### config.mk
export PLATFORM = sky130hd
export DESIGN_NAME = csc_card_socket_regs
export DESIGN_NICKNAME = d
export VERILOG_FILES = /design/src/logic/csc_pkg.sv /design/src/logic/csc_card_socket_regs.sv
export SDC_FILE = /design/constraint.sdc
export NUM_CORES = 1
export LEC_CHECK = 0
export BUFFER_PORTS_ARGS = -buffer_cell sky130_fd_sc_hd__clkbuf_2
export CAP_MARGIN = 5
export CORE_MARGIN = 2
export CORE_UTILIZATION = 49
export DETAILED_ROUTE_END_ITERATION = 16
export PLACE_DENSITY = 0.86
export RECOVER_POWER = 50
export SLEW_MARGIN = 20
export SYNTH_ARGS = -nofsm -noshare
export SYNTH_HDL_FRONTEND = slang
export SYNTH_SLANG_ARGS = --single-unit
export TNS_END_PERCENT = 20
### constraint.sdc
create_clock -name clock_i -period 2.4 [get_ports clock_i]
set_input_delay 0.24 -clock clock_i [delete_from_list [all_inputs] [get_ports clock_i]]
set_output_delay 0.24 -clock clock_i [all_outputs]
set_load 0.05 [all_outputs]
### src/logic/csc_pkg.sv
// constants, register layout and carrier types of the card socket control register bank
//
// Behaviour
// ring enable routes ring to its terminals
// video float bit tristates socket video terminals
// port select picks video priority socket
// card control bits four, three read zero
// audio route bit sends card audio out
// both audio routes set: socket zero wins
// speaker enable; output is xor of sockets
// speaker terminal driven while any enable set
// per-socket flag set on functional interrupt
// writing one clears flag; zero keeps it
// software touches ring enable via function zero
// capability force bit, reset one
// device control bit five diagnostic, reset one
// device control bit four reads zero, ignores writes
// software writes zero to test bit three
// bits two..one select interrupt signalling, reset three
// software writes zero to device bit zero
// global device bits accessed via function zero
// device control bit seven reads zero
// software writes only zeros to diagnostic
// ring enable is one shared storage bit
// speaker terminal floats when no enable set
package csc_pkg;

	// ****************************************
	// bus geometry
	// ****************************************
	localparam int ADDR_W = 12;                  // axi4-lite address width
	localparam int DATA_W = 32;                  // axi4-lite data width
	localparam int IDX_LSB = 2;                  // word index starts above byte lanes
	localparam int IDX_MSB = 9;                  // eight index bits
	localparam int FUNC_BIT = 10;                // selects socket function 0 or 1
	localparam int TOP_BIT = 11;                 // must be zero for a mapped address
	localparam logic [1:0] RESP_OKAY = 2'h0;     // normal answer
	localparam logic [1:0] RESP_SLVERR = 2'h2;   // unmapped address answer

	// ****************************************
	// register indices (byte address is four times)
	// ****************************************
	localparam logic [7:0] IDX_CARD_CTRL = 8'h91;
	localparam logic [7:0] IDX_DEV_CTRL = 8'h92;
	localparam logic [7:0] IDX_DIAG = 8'h93;

	// ****************************************
	// card routing control fields
	// ****************************************
	localparam int CC_RING_EN = 7;
	localparam int CC_VID_FLOAT = 6;
	localparam int CC_PORT_SEL = 5;
	localparam int CC_AUD_ROUTE = 2;
	localparam int CC_SPK_EN = 1;
	localparam int CC_IRQ_FLAG = 0;

	// ****************************************
	// device control fields and reset values
	// ****************************************
	localparam int DC_LV_FORCE = 6;
	localparam int DC_MODE_LSB = 1;
	localparam int DC_MODE_MSB = 2;
	localparam logic [7:0] DC_WR_MASK = 8'h6f;   // bits 7 and 4 are not stored
	localparam logic [7:0] DC_RESET = 8'h66;
	localparam logic [7:0] DIAG_RESET = 8'h61;

	// per-function card control state
	typedef struct packed {
		logic video_float;
		logic port_sel;
		logic audio_route;
		logic speaker_en;
		logic irq_flag;
	} csc_card_ctrl_type;

	// socket-side pins, one bit per socket
	typedef struct packed {
		logic [1:0] ring;
		logic [1:0] audio;
		logic [1:0] speaker;
		logic [1:0] func_irq;
	} csc_socket_pins_type;

	localparam csc_card_ctrl_type CC_RESET = '{default: 1'b0};

endpackage

### src/logic/csc_card_socket_regs.sv
// card socket control register bank with axi4-lite slave and socket signal routing
`timescale 1ns/1ps
module csc_card_socket_regs
	import csc_pkg::*;
(
	input wire logic clock_i,
	input wire logic sys_rst_i,
	// axi4-lite slave
	input wire logic [ADDR_W-1:0] s_axi_awaddr_i,
	input wire logic s_axi_awvalid_i,
	output logic s_axi_awready_o,
	input wire logic [DATA_W-1:0] s_axi_wdata_i,
	input wire logic [3:0] s_axi_wstrb_i,
	input wire logic s_axi_wvalid_i,
	output logic s_axi_wready_o,
	output logic [1:0] s_axi_bresp_o,
	output logic s_axi_bvalid_o,
	input wire logic s_axi_bready_i,
	input wire logic [ADDR_W-1:0] s_axi_araddr_i,
	input wire logic s_axi_arvalid_i,
	output logic s_axi_arready_o,
	output logic [DATA_W-1:0] s_axi_rdata_o,
	output logic [1:0] s_axi_rresp_o,
	output logic s_axi_rvalid_o,
	input wire logic s_axi_rready_i,
	// socket pins and neighbouring logic
	input wire csc_socket_pins_type socket_pins_i,
	input wire logic ring_mux_select_i,
	output logic ring_indicate_out_o,
	output logic ring_mfunc_out_o,
	output logic [1:0] video_port_float_en_o,
	output logic video_sel_sock0_o,
	output logic video_sel_sock1_o,
	output logic card_audio_pwm_out_o,
	output logic speaker_out_pin_o,
	output logic speaker_out_oe_o,
	output logic [1:0] card_func_irq_flag_o,
	output logic low_volt_capable_force_o,
	output logic [1:0] irq_signal_mode_o
);

	// ****************************************
	// pin synchronisers
	// ****************************************
	csc_socket_pins_type pins_meta; // first stage, read only by pins_sync
	csc_socket_pins_type pins_sync; // safe to use

	// socket pins are asynchronous to the bus clock
	always_ff @(posedge clock_i) begin
		if (sys_rst_i) begin
			pins_meta <= '0;
			pins_sync <= '0;
		end else begin
			pins_meta <= socket_pins_i;
			pins_sync <= pins_meta;
		end
	end

	// ****************************************
	// register state
	// ****************************************
	csc_card_ctrl_type card_ctrl [2];       // one set per socket function
	csc_card_ctrl_type next_card_ctrl [2];
	logic ring_en;                          // shared by both functions
	logic next_ring_en;
	logic [7:0] dev_ctrl;                   // global device control
	logic [7:0] next_dev_ctrl;
	logic [7:0] diag;                       // global diagnostic
	logic [7:0] next_diag;

	// ****************************************
	// bus channel state
	// ****************************************
	logic aw_held, next_aw_held;
	logic [ADDR_W-1:0] aw_addr, next_aw_addr;
	logic w_held, next_w_held;
	logic [7:0] w_byte, next_w_byte;        // only the low lane carries data
	logic w_lane0, next_w_lane0;
	logic awready, next_awready;
	logic wready, next_wready;
	logic bvalid, next_bvalid;
	logic [1:0] bresp, next_bresp;
	logic arready, next_arready;
	logic rvalid, next_rvalid;
	logic [DATA_W-1:0] rdata, next_rdata;
	logic [1:0] rresp, next_rresp;

	// write strobes, per function for card control, decoded from the held address
	logic write_go;
	logic wr_hit;
	logic wr_func;
	logic [7:0] wr_idx;
	logic [1:0] wr_card;
	logic wr_dev;
	logic wr_diag;

	// ****************************************
	// write decode
	// ****************************************
	// a write is carried out once address and data are both held
	always_comb begin
		write_go = aw_held && w_held && !bvalid;
		wr_func = aw_addr[FUNC_BIT];
		wr_idx = aw_addr[IDX_MSB:IDX_LSB];
		wr_hit = !aw_addr[TOP_BIT] &&
			(wr_idx == IDX_CARD_CTRL || wr_idx == IDX_DEV_CTRL || wr_idx == IDX_DIAG);
		// a write with the low lane off touches nothing but still answers
		wr_card[0] = write_go && w_lane0 && !wr_func && wr_idx == IDX_CARD_CTRL && wr_hit;
		wr_card[1] = write_go && w_lane0 && wr_func && wr_idx == IDX_CARD_CTRL && wr_hit;
		wr_dev = write_go && w_lane0 && wr_hit && wr_idx == IDX_DEV_CTRL;
		wr_diag = write_go && w_lane0 && wr_hit && wr_idx == IDX_DIAG;
	end

	// ****************************************
	// per-function card control
	// ****************************************
	genvar g;
	generate
		for (g = 0; g < 2; g++) begin : g_func
			// bits 4..3 have no storage, so they read zero
			always_comb begin
				next_card_ctrl[g] = card_ctrl[g];
				if (wr_card[g]) begin
					next_card_ctrl[g].video_float = w_byte[CC_VID_FLOAT];
					next_card_ctrl[g].port_sel = w_byte[CC_PORT_SEL];
					next_card_ctrl[g].audio_route = w_byte[CC_AUD_ROUTE];
					next_card_ctrl[g].speaker_en = w_byte[CC_SPK_EN];
				end
				// write-one clears, a zero keeps it
				if (wr_card[g] && w_byte[CC_IRQ_FLAG]) begin
					next_card_ctrl[g].irq_flag = 1'b0;
				end
				// a new interrupt wins over a clear in the same cycle
				if (pins_sync.func_irq[g]) begin
					next_card_ctrl[g].irq_flag = 1'b1;
				end
			end

			always_ff @(posedge clock_i) begin
				if (sys_rst_i) begin
					card_ctrl[g] <= CC_RESET;
				end else begin
					card_ctrl[g] <= next_card_ctrl[g];
				end
			end
		end
	endgenerate

	// ****************************************
	// global registers
	// ****************************************
	// either function reaches the same storage; software is expected to use function 0
	always_comb begin
		next_ring_en = ring_en;
		next_dev_ctrl = dev_ctrl;
		next_diag = diag;
		if (wr_card[0] || wr_card[1]) begin
			next_ring_en = w_byte[CC_RING_EN];
		end
		if (wr_dev) begin
			// bits 7 and 4 stay zero and ignore writes
			next_dev_ctrl = w_byte & DC_WR_MASK;
		end
		if (wr_diag) begin
			// stored as written; zeros only is a software duty
			next_diag = w_byte;
		end
	end

	always_ff @(posedge clock_i) begin
		if (sys_rst_i) begin
			ring_en <= 1'b0;
			dev_ctrl <= DC_RESET;
			diag <= DIAG_RESET;
		end else begin
			ring_en <= next_ring_en;
			dev_ctrl <= next_dev_ctrl;
			diag <= next_diag;
		end
	end

	// ****************************************
	// read data mux
	// ****************************************
	function automatic logic [8:0] read_reg(input logic [ADDR_W-1:0] addr);
		logic [7:0] idx;
		csc_card_ctrl_type cc;
		idx = addr[IDX_MSB:IDX_LSB];
		cc = addr[FUNC_BIT] ? card_ctrl[1] : card_ctrl[0];
		read_reg = '0;
		if (!addr[TOP_BIT]) begin
			case (idx)
				IDX_CARD_CTRL: begin
					read_reg = {1'b1, ring_en, cc.video_float, cc.port_sel, 2'b00,
						cc.audio_route, cc.speaker_en, cc.irq_flag};
				end
				IDX_DEV_CTRL: begin
					read_reg = {1'b1, dev_ctrl};
				end
				IDX_DIAG: begin
					read_reg = {1'b1, diag};
				end
				default: begin
					read_reg = '0;
				end
			endcase
		end
	endfunction

	// ****************************************
	// axi4-lite channel handling
	// ****************************************
	// ready outputs are registered, so each is computed from the next held state
	always_comb begin
		logic [8:0] rd;
		rd = read_reg(s_axi_araddr_i);
		next_aw_held = aw_held;
		next_aw_addr = aw_addr;
		next_w_held = w_held;
		next_w_byte = w_byte;
		next_w_lane0 = w_lane0;
		next_bvalid = bvalid;
		next_bresp = bresp;
		next_rvalid = rvalid;
		next_rdata = rdata;
		next_rresp = rresp;
		// address and data are taken in either order
		if (s_axi_awvalid_i && awready) begin
			next_aw_held = 1'b1;
			next_aw_addr = s_axi_awaddr_i;
		end
		if (s_axi_wvalid_i && wready) begin
			next_w_held = 1'b1;
			next_w_byte = s_axi_wdata_i[7:0];
			next_w_lane0 = s_axi_wstrb_i[0];
		end
		// response follows the commit, then waits for bready
		if (write_go) begin
			next_aw_held = 1'b0;
			next_w_held = 1'b0;
			next_bvalid = 1'b1;
			next_bresp = wr_hit ? RESP_OKAY : RESP_SLVERR;
		end else if (bvalid && s_axi_bready_i) begin
			next_bvalid = 1'b0;
		end
		// one read at a time; data captured the cycle the address is taken
		if (s_axi_arvalid_i && arready) begin
			next_rvalid = 1'b1;
			next_rdata = {24'h000000, rd[7:0]};
			next_rresp = rd[8] ? RESP_OKAY : RESP_SLVERR;
		end else if (rvalid && s_axi_rready_i) begin
			next_rvalid = 1'b0;
		end
		next_awready = !next_aw_held && !next_bvalid;
		next_wready = !next_w_held && !next_bvalid;
		next_arready = !next_rvalid;
	end

	always_ff @(posedge clock_i) begin
		if (sys_rst_i) begin
			aw_held <= 1'b0;
			aw_addr <= '0;
			w_held <= 1'b0;
			w_byte <= 8'h00;
			w_lane0 <= 1'b0;
			awready <= 1'b0;
			wready <= 1'b0;
			bvalid <= 1'b0;
			bresp <= RESP_OKAY;
			arready <= 1'b0;
			rvalid <= 1'b0;
			rdata <= '0;
			rresp <= RESP_OKAY;
		end else begin
			aw_held <= next_aw_held;
			aw_addr <= next_aw_addr;
			w_held <= next_w_held;
			w_byte <= next_w_byte;
			w_lane0 <= next_w_lane0;
			awready <= next_awready;
			wready <= next_wready;
			bvalid <= next_bvalid;
			bresp <= next_bresp;
			arready <= next_arready;
			rvalid <= next_rvalid;
			rdata <= next_rdata;
			rresp <= next_rresp;
		end
	end

	// ****************************************
	// socket signal routing
	// ****************************************
	logic next_ring_pme, next_ring_mfunc;
	logic next_sel0, next_sel1;
	logic next_audio, next_spk, next_spk_oe;
	logic ring_pme_q, ring_mfunc_q, sel0_q, sel1_q, audio_q, spk_q, spk_oe_q;

	// all routed outputs but video_port_float_en_o are computed here and registered below
	always_comb begin
		logic ring_any;
		logic [1:0] spk_gated;
		ring_any = |pins_sync.ring;
		// ring goes nowhere while the shared enable is clear
		next_ring_pme = ring_en && !ring_mux_select_i && ring_any;
		next_ring_mfunc = ring_en && ring_any;
		// video select: single active socket wins, both active use port select
		next_sel0 = 1'b0;
		next_sel1 = 1'b0;
		if (card_ctrl[0].video_float && card_ctrl[1].video_float) begin
			next_sel0 = !card_ctrl[0].port_sel;
			next_sel1 = card_ctrl[0].port_sel;
		end else begin
			next_sel0 = card_ctrl[0].video_float;
			next_sel1 = card_ctrl[1].video_float;
		end
		// socket 0 takes precedence when both route audio
		if (card_ctrl[0].audio_route) begin
			next_audio = pins_sync.audio[0];
		end else if (card_ctrl[1].audio_route) begin
			next_audio = pins_sync.audio[1];
		end else begin
			next_audio = 1'b0;
		end
		// each socket's speaker input only counts while its enable is set
		spk_gated[0] = pins_sync.speaker[0] && card_ctrl[0].speaker_en;
		spk_gated[1] = pins_sync.speaker[1] && card_ctrl[1].speaker_en;
		next_spk = spk_gated[0] ^ spk_gated[1];
		// pin floats unless some function enables it
		next_spk_oe = card_ctrl[0].speaker_en || card_ctrl[1].speaker_en;
	end

	always_ff @(posedge clock_i) begin
		if (sys_rst_i) begin
			ring_pme_q <= 1'b0;
			ring_mfunc_q <= 1'b0;
			sel0_q <= 1'b0;
			sel1_q <= 1'b0;
			audio_q <= 1'b0;
			spk_q <= 1'b0;
			spk_oe_q <= 1'b0;
		end else begin
			ring_pme_q <= next_ring_pme;
			ring_mfunc_q <= next_ring_mfunc;
			sel0_q <= next_sel0;
			sel1_q <= next_sel1;
			audio_q <= next_audio;
			spk_q <= next_spk;
			spk_oe_q <= next_spk_oe;
		end
	end

	// ****************************************
	// output ports (all flip-flops)
	// ****************************************
	assign s_axi_awready_o = awready;
	assign s_axi_wready_o = wready;
	assign s_axi_bvalid_o = bvalid;
	assign s_axi_bresp_o = bresp;
	assign s_axi_arready_o = arready;
	assign s_axi_rvalid_o = rvalid;
	assign s_axi_rdata_o = rdata;
	assign s_axi_rresp_o = rresp;
	assign ring_indicate_out_o = ring_pme_q;
	assign ring_mfunc_out_o = ring_mfunc_q;
	// video terminals float while the socket bit is set
	assign video_port_float_en_o = {card_ctrl[1].video_float, card_ctrl[0].video_float};
	assign video_sel_sock0_o = sel0_q;
	assign video_sel_sock1_o = sel1_q;
	assign card_audio_pwm_out_o = audio_q;
	assign speaker_out_pin_o = spk_q;
	assign speaker_out_oe_o = spk_oe_q;
	assign card_func_irq_flag_o = {card_ctrl[1].irq_flag, card_ctrl[0].irq_flag};
	assign low_volt_capable_force_o = dev_ctrl[DC_LV_FORCE];
	assign irq_signal_mode_o = dev_ctrl[DC_MODE_MSB:DC_MODE_LSB];

endmodule // csc_card_socket_regs

==> results.toml <==
[clock_tree]
cts_buffer_depth = 2
cts_max_level = 3
cts_made_buffers = 9
ctsHoldBuffers = 0
cts.repair.resized = 0
cts.sink_count = 84
clk_latency_ns = 0.36
clockRootBuffer = "clkbuf_8"
clk_pin_slew_ns = 0.08
postCtsSetupRepairBufs = 0
cts_tree = "built"

[setup_path]
r2r_cells = 3
cp_cell_sequence = "or3b_2 > nor4_4 > mux2i_1"
cp_top_family = "simple AND/OR/NAND/NOR gates"
cp_num_buf_inv = 0
reg2reg_to = "dev_ctrl[3]$_SDFFE_PP0P_"
start_kind = "flop"
cp.required_ns = 2.69
end_kind = "flop"
critPathKind = "reg2reg"
cpPeakStageDelay_ns = 0.62
slowest_stage = "nor4_4"
rrSetupSlack_ns = 0.55
worstPathMaxFanout = 6
reg2reg_from = "aw_addr[6]$_SDFFE_PP0P_"
cp.arrival_ns = 2.13

[timing]
fin_hold_ws_ns = 0.0448
max_freq_mhz = 541
setup_slack_ns = 0.552
tightest_slew_ns = 1.41
rsz0062_at_grt = "false"
hold_viol_final = 0
setup_viol = 0
post-route-period-util_pct = 77.0
relSlewSlack_pct = 6.13
drv_slew = 0
fin_skew_ns = 0.00847
min_period_ns = 1.85
fin_setup_tns_ns = 0

[synth]
synth_cell_types = 35
synth_area_leaders = "dfxtp_1 49%, mux2i_1 8.1%, buf_4 6.9%"
yosysSeqAreaShare_pct = 48.5
syn_avg_cell_area_um2 = 9.44
synthDominantCellAreaShare_pct = 48.5
synth_warnings = 0
syn_area_mm2 = 0.00347
synth_cells = 367
yosysTopAreaCell = "dfxtp_1"
synth-seq-cells = 84

[hold_path]
hold_path.class = "in2reg"
min_to = "ring_indicate_out_o$_SDFF_PP0_"
min-delay-start = "ring_mux_select_i"
hold_path_depth = 2

[cells_and_area]
area_growth_pct = 13.4
design_area_mm2 = 0.00393
drive_above_1_share_pct = 21.5
layout.nets = 504
final_core_util_pct = 57.5
n_antenna_cell = 0

[floorplanning]
die_area_mm2 = 0.00776
fp.coreArea_mm2 = 0.00683
rows = 30
ios = 131
dieHeight_um = 88.1
initial_core_util_pct = 50.7
die_width_um = 88.1

[drt]
antenna_left = 0
via_per_inst = 4.81
first_pass_iters = 4
drt_wl_total_mm = 6.73
vias = 2546
drtIter0Drc = 89
drc = 0
wl_per_cell_um = 12.7

[power]
ir_drop_uv = 420
pwr-share-comb_pct = 10.8
swShare_pct = 27.1
pwr-share-seq_pct = 52.3
leakage_nw = 1.60
netSwitchingPower_w = 0.000754
power.density_mw_per_mm2 = 709
internal_power_w = 0.00203
pwr-share-clk_pct = 36.9

[grt]
track_usage_pct = 18.1
grt_pass1_vias = 2375
grt_antenna_before_repair = 0
grt_pass1_wl_mm = 10.7
grt_max_degree = 83
overflow = 0

[run_status]
outcome = "finished, final reports clean"

[place]
place_ws_ns = 0.562
portBuffers = 73
hpwlAfterDp_mm = 4.74
gp_congestion = 0.811
placed_cell_area_mm2 = 0.00374

[job]
maxCapViolCount = 0
==> worst register-to-register path: stages (launching register included) <==
cell	delay, ns
dfxtp_1	0.33
or3b_2	0.58
nor4_4	0.62
mux2i_1	0.25
==> stage by stage <==
step                      cells  total power (W)
after floorplan             392          0.00176
after global placement      513          0.00178
after detailed placement    513          0.00179
after CTS                   529          0.00282
after global routing        529          0.00291
final                       529          0.00279
==> kinds of logic after synthesis <==
group | Yosys count | synth area share [%]
multiplexers | 35 | 10.4
buffers and inverters | 51 | 9.46
flip-flops | 84 | 48.5
AO/OA/AOI/OAI | 41 | 7.11
XOR/XNOR | 1 | 0.253
AND/OR/NAND/NOR | 154 | 24.2
other | 1 | 0.108
==> placed cells by master, fill, tap and decap left out, types with 2 or more instances in the layout <==
| cell type | netlist | routed |
|---|---|---|
| clkinv_4 | 0 | 3 |
| nor4_4 | 3 | 3 |
| o21ai_1 | 5 | 5 |
| mux2_2 | 7 | 7 |
| nor2_1 | 28 | 28 |
| nand2b_1 | 26 | 26 |
| conb_1 | 1 | 26 |
| a211oi_1 | 2 | 2 |
| nand2_1 | 51 | 51 |
| and2_1 | 3 | 3 |
| clkbuf_8 | 0 | 10 |
| dfxtp_1 | 84 | 84 |
| or4_1 | 2 | 2 |
| nand3b_1 | 5 | 5 |
| clkbuf_2 | 0 | 63 |
| a21oi_1 | 25 | 25 |
| a2bb2oi_1 | 5 | 5 |
| nor3_1 | 5 | 5 |
| nor2b_1 | 17 | 17 |
| nor4_1 | 6 | 6 |
| a32o_1 | 2 | 2 |
| mux2i_1 | 28 | 28 |
| clkbuf_1 | 15 | 11 |
==> registers in the layout, indices dropped and copies added (netlist names), 6 cells and up <==
register	flops
aw_addr	10
card_ctrl	10
dev_ctrl	6
diag	8
pins_meta	8
pins_sync	8
s_axi_rdata_o	8
w_byte	8
==> cells in the mapped netlist <==
cell type  count
a2bb2oi_1      5
nand2_1       51
o21ai_1        5
a211oi_1       2
or4b_4         1
a32o_1         2
nand2b_1      26
inv_1          1
nand3b_1       5
and2_1         3
a41o_1         1
and3b_1        1
o21bai_1       1
conb_1         1
nor4_4         3
buf_4         32
nand3_1        1
mux2_2         7
dfxtp_1       84
nor3_1         5
or3b_2         1
xnor2_1        1
nor2b_1       17
nor3b_1        1
clkbuf_1      15
buf_2          1
or4_1          2
nor2_1        28
buf_6          2
or4_4          1
nand4b_1       1
a21oi_1       25
nor4_1         6
or4bb_1        1
mux2i_1       28
==> layout make-up <==
| cell class | instances | area [µm²] |
|---|---|---|
| multi-input cells | 257 | 1550 |
| fillers | 627 | 2900 |
| clock inverters | 6 | 72.6 |
| inverters | 1 | 3.75 |
| well taps | 96 | 120 |
| repair buffers | 75 | 364 |
| clock buffers | 10 | 138 |
| flip-flops and latches | 84 | 1680 |
==> worst max path at each step <==
stage	cells past startpoint	slack, ns	start	to
6_report	3	0.55	aw_addr[6]$_SDFFE_PP0P_	dev_ctrl[3]$_SDFFE_PP0P_
5_1_grt	3	0.47	aw_addr[6]$_SDFFE_PP0P_	dev_ctrl[5]$_SDFFE_PP1P_
4_1_cts	3	0.54	aw_addr[6]$_SDFFE_PP0P_	dev_ctrl[1]$_SDFFE_PP1P_
3_5_place_dp	3	0.56	aw_addr[6]$_SDFFE_PP0P_	dev_ctrl[1]$_SDFFE_PP1P_
3_3_place_gp	3	0.60	aw_addr[4]$_SDFFE_PP0P_	dev_ctrl[3]$_SDFFE_PP0P_
2_1_floorplan	4	0.53	s_axi_bvalid_o$_SDFF_PP0_	card_ctrl[0][1]$_SDFFE_PP0P_
==> routing by layer <==
metal | vias up | share of wire [%] | global-route usage [%] | wire length, µm
li1 | 1290 | - | - | -
met1 | 1158 | 44 | 20.9 | 2960
met2 | 88 | 47 | 30.5 | 3190
met3 | 10 | 6.9 | 6.88 | 467
met4 | 0 | 1.8 | 7.02 | 121
met5 | - | 0 | 0 | 0
==> power by group through the flow <==
stage                     Sequential, W  Combinational (W)  Clock [W]
after floorplan                 0.00151           0.000245          0
after global placement          0.00149           0.000294          0
after detailed placement        0.00149           0.000299          0
after CTS                       0.00146           0.000300    0.00106
after global routing            0.00146           0.000325    0.00112
final                           0.00146           0.000301    0.00103
(Power assumes the default switching activity.)
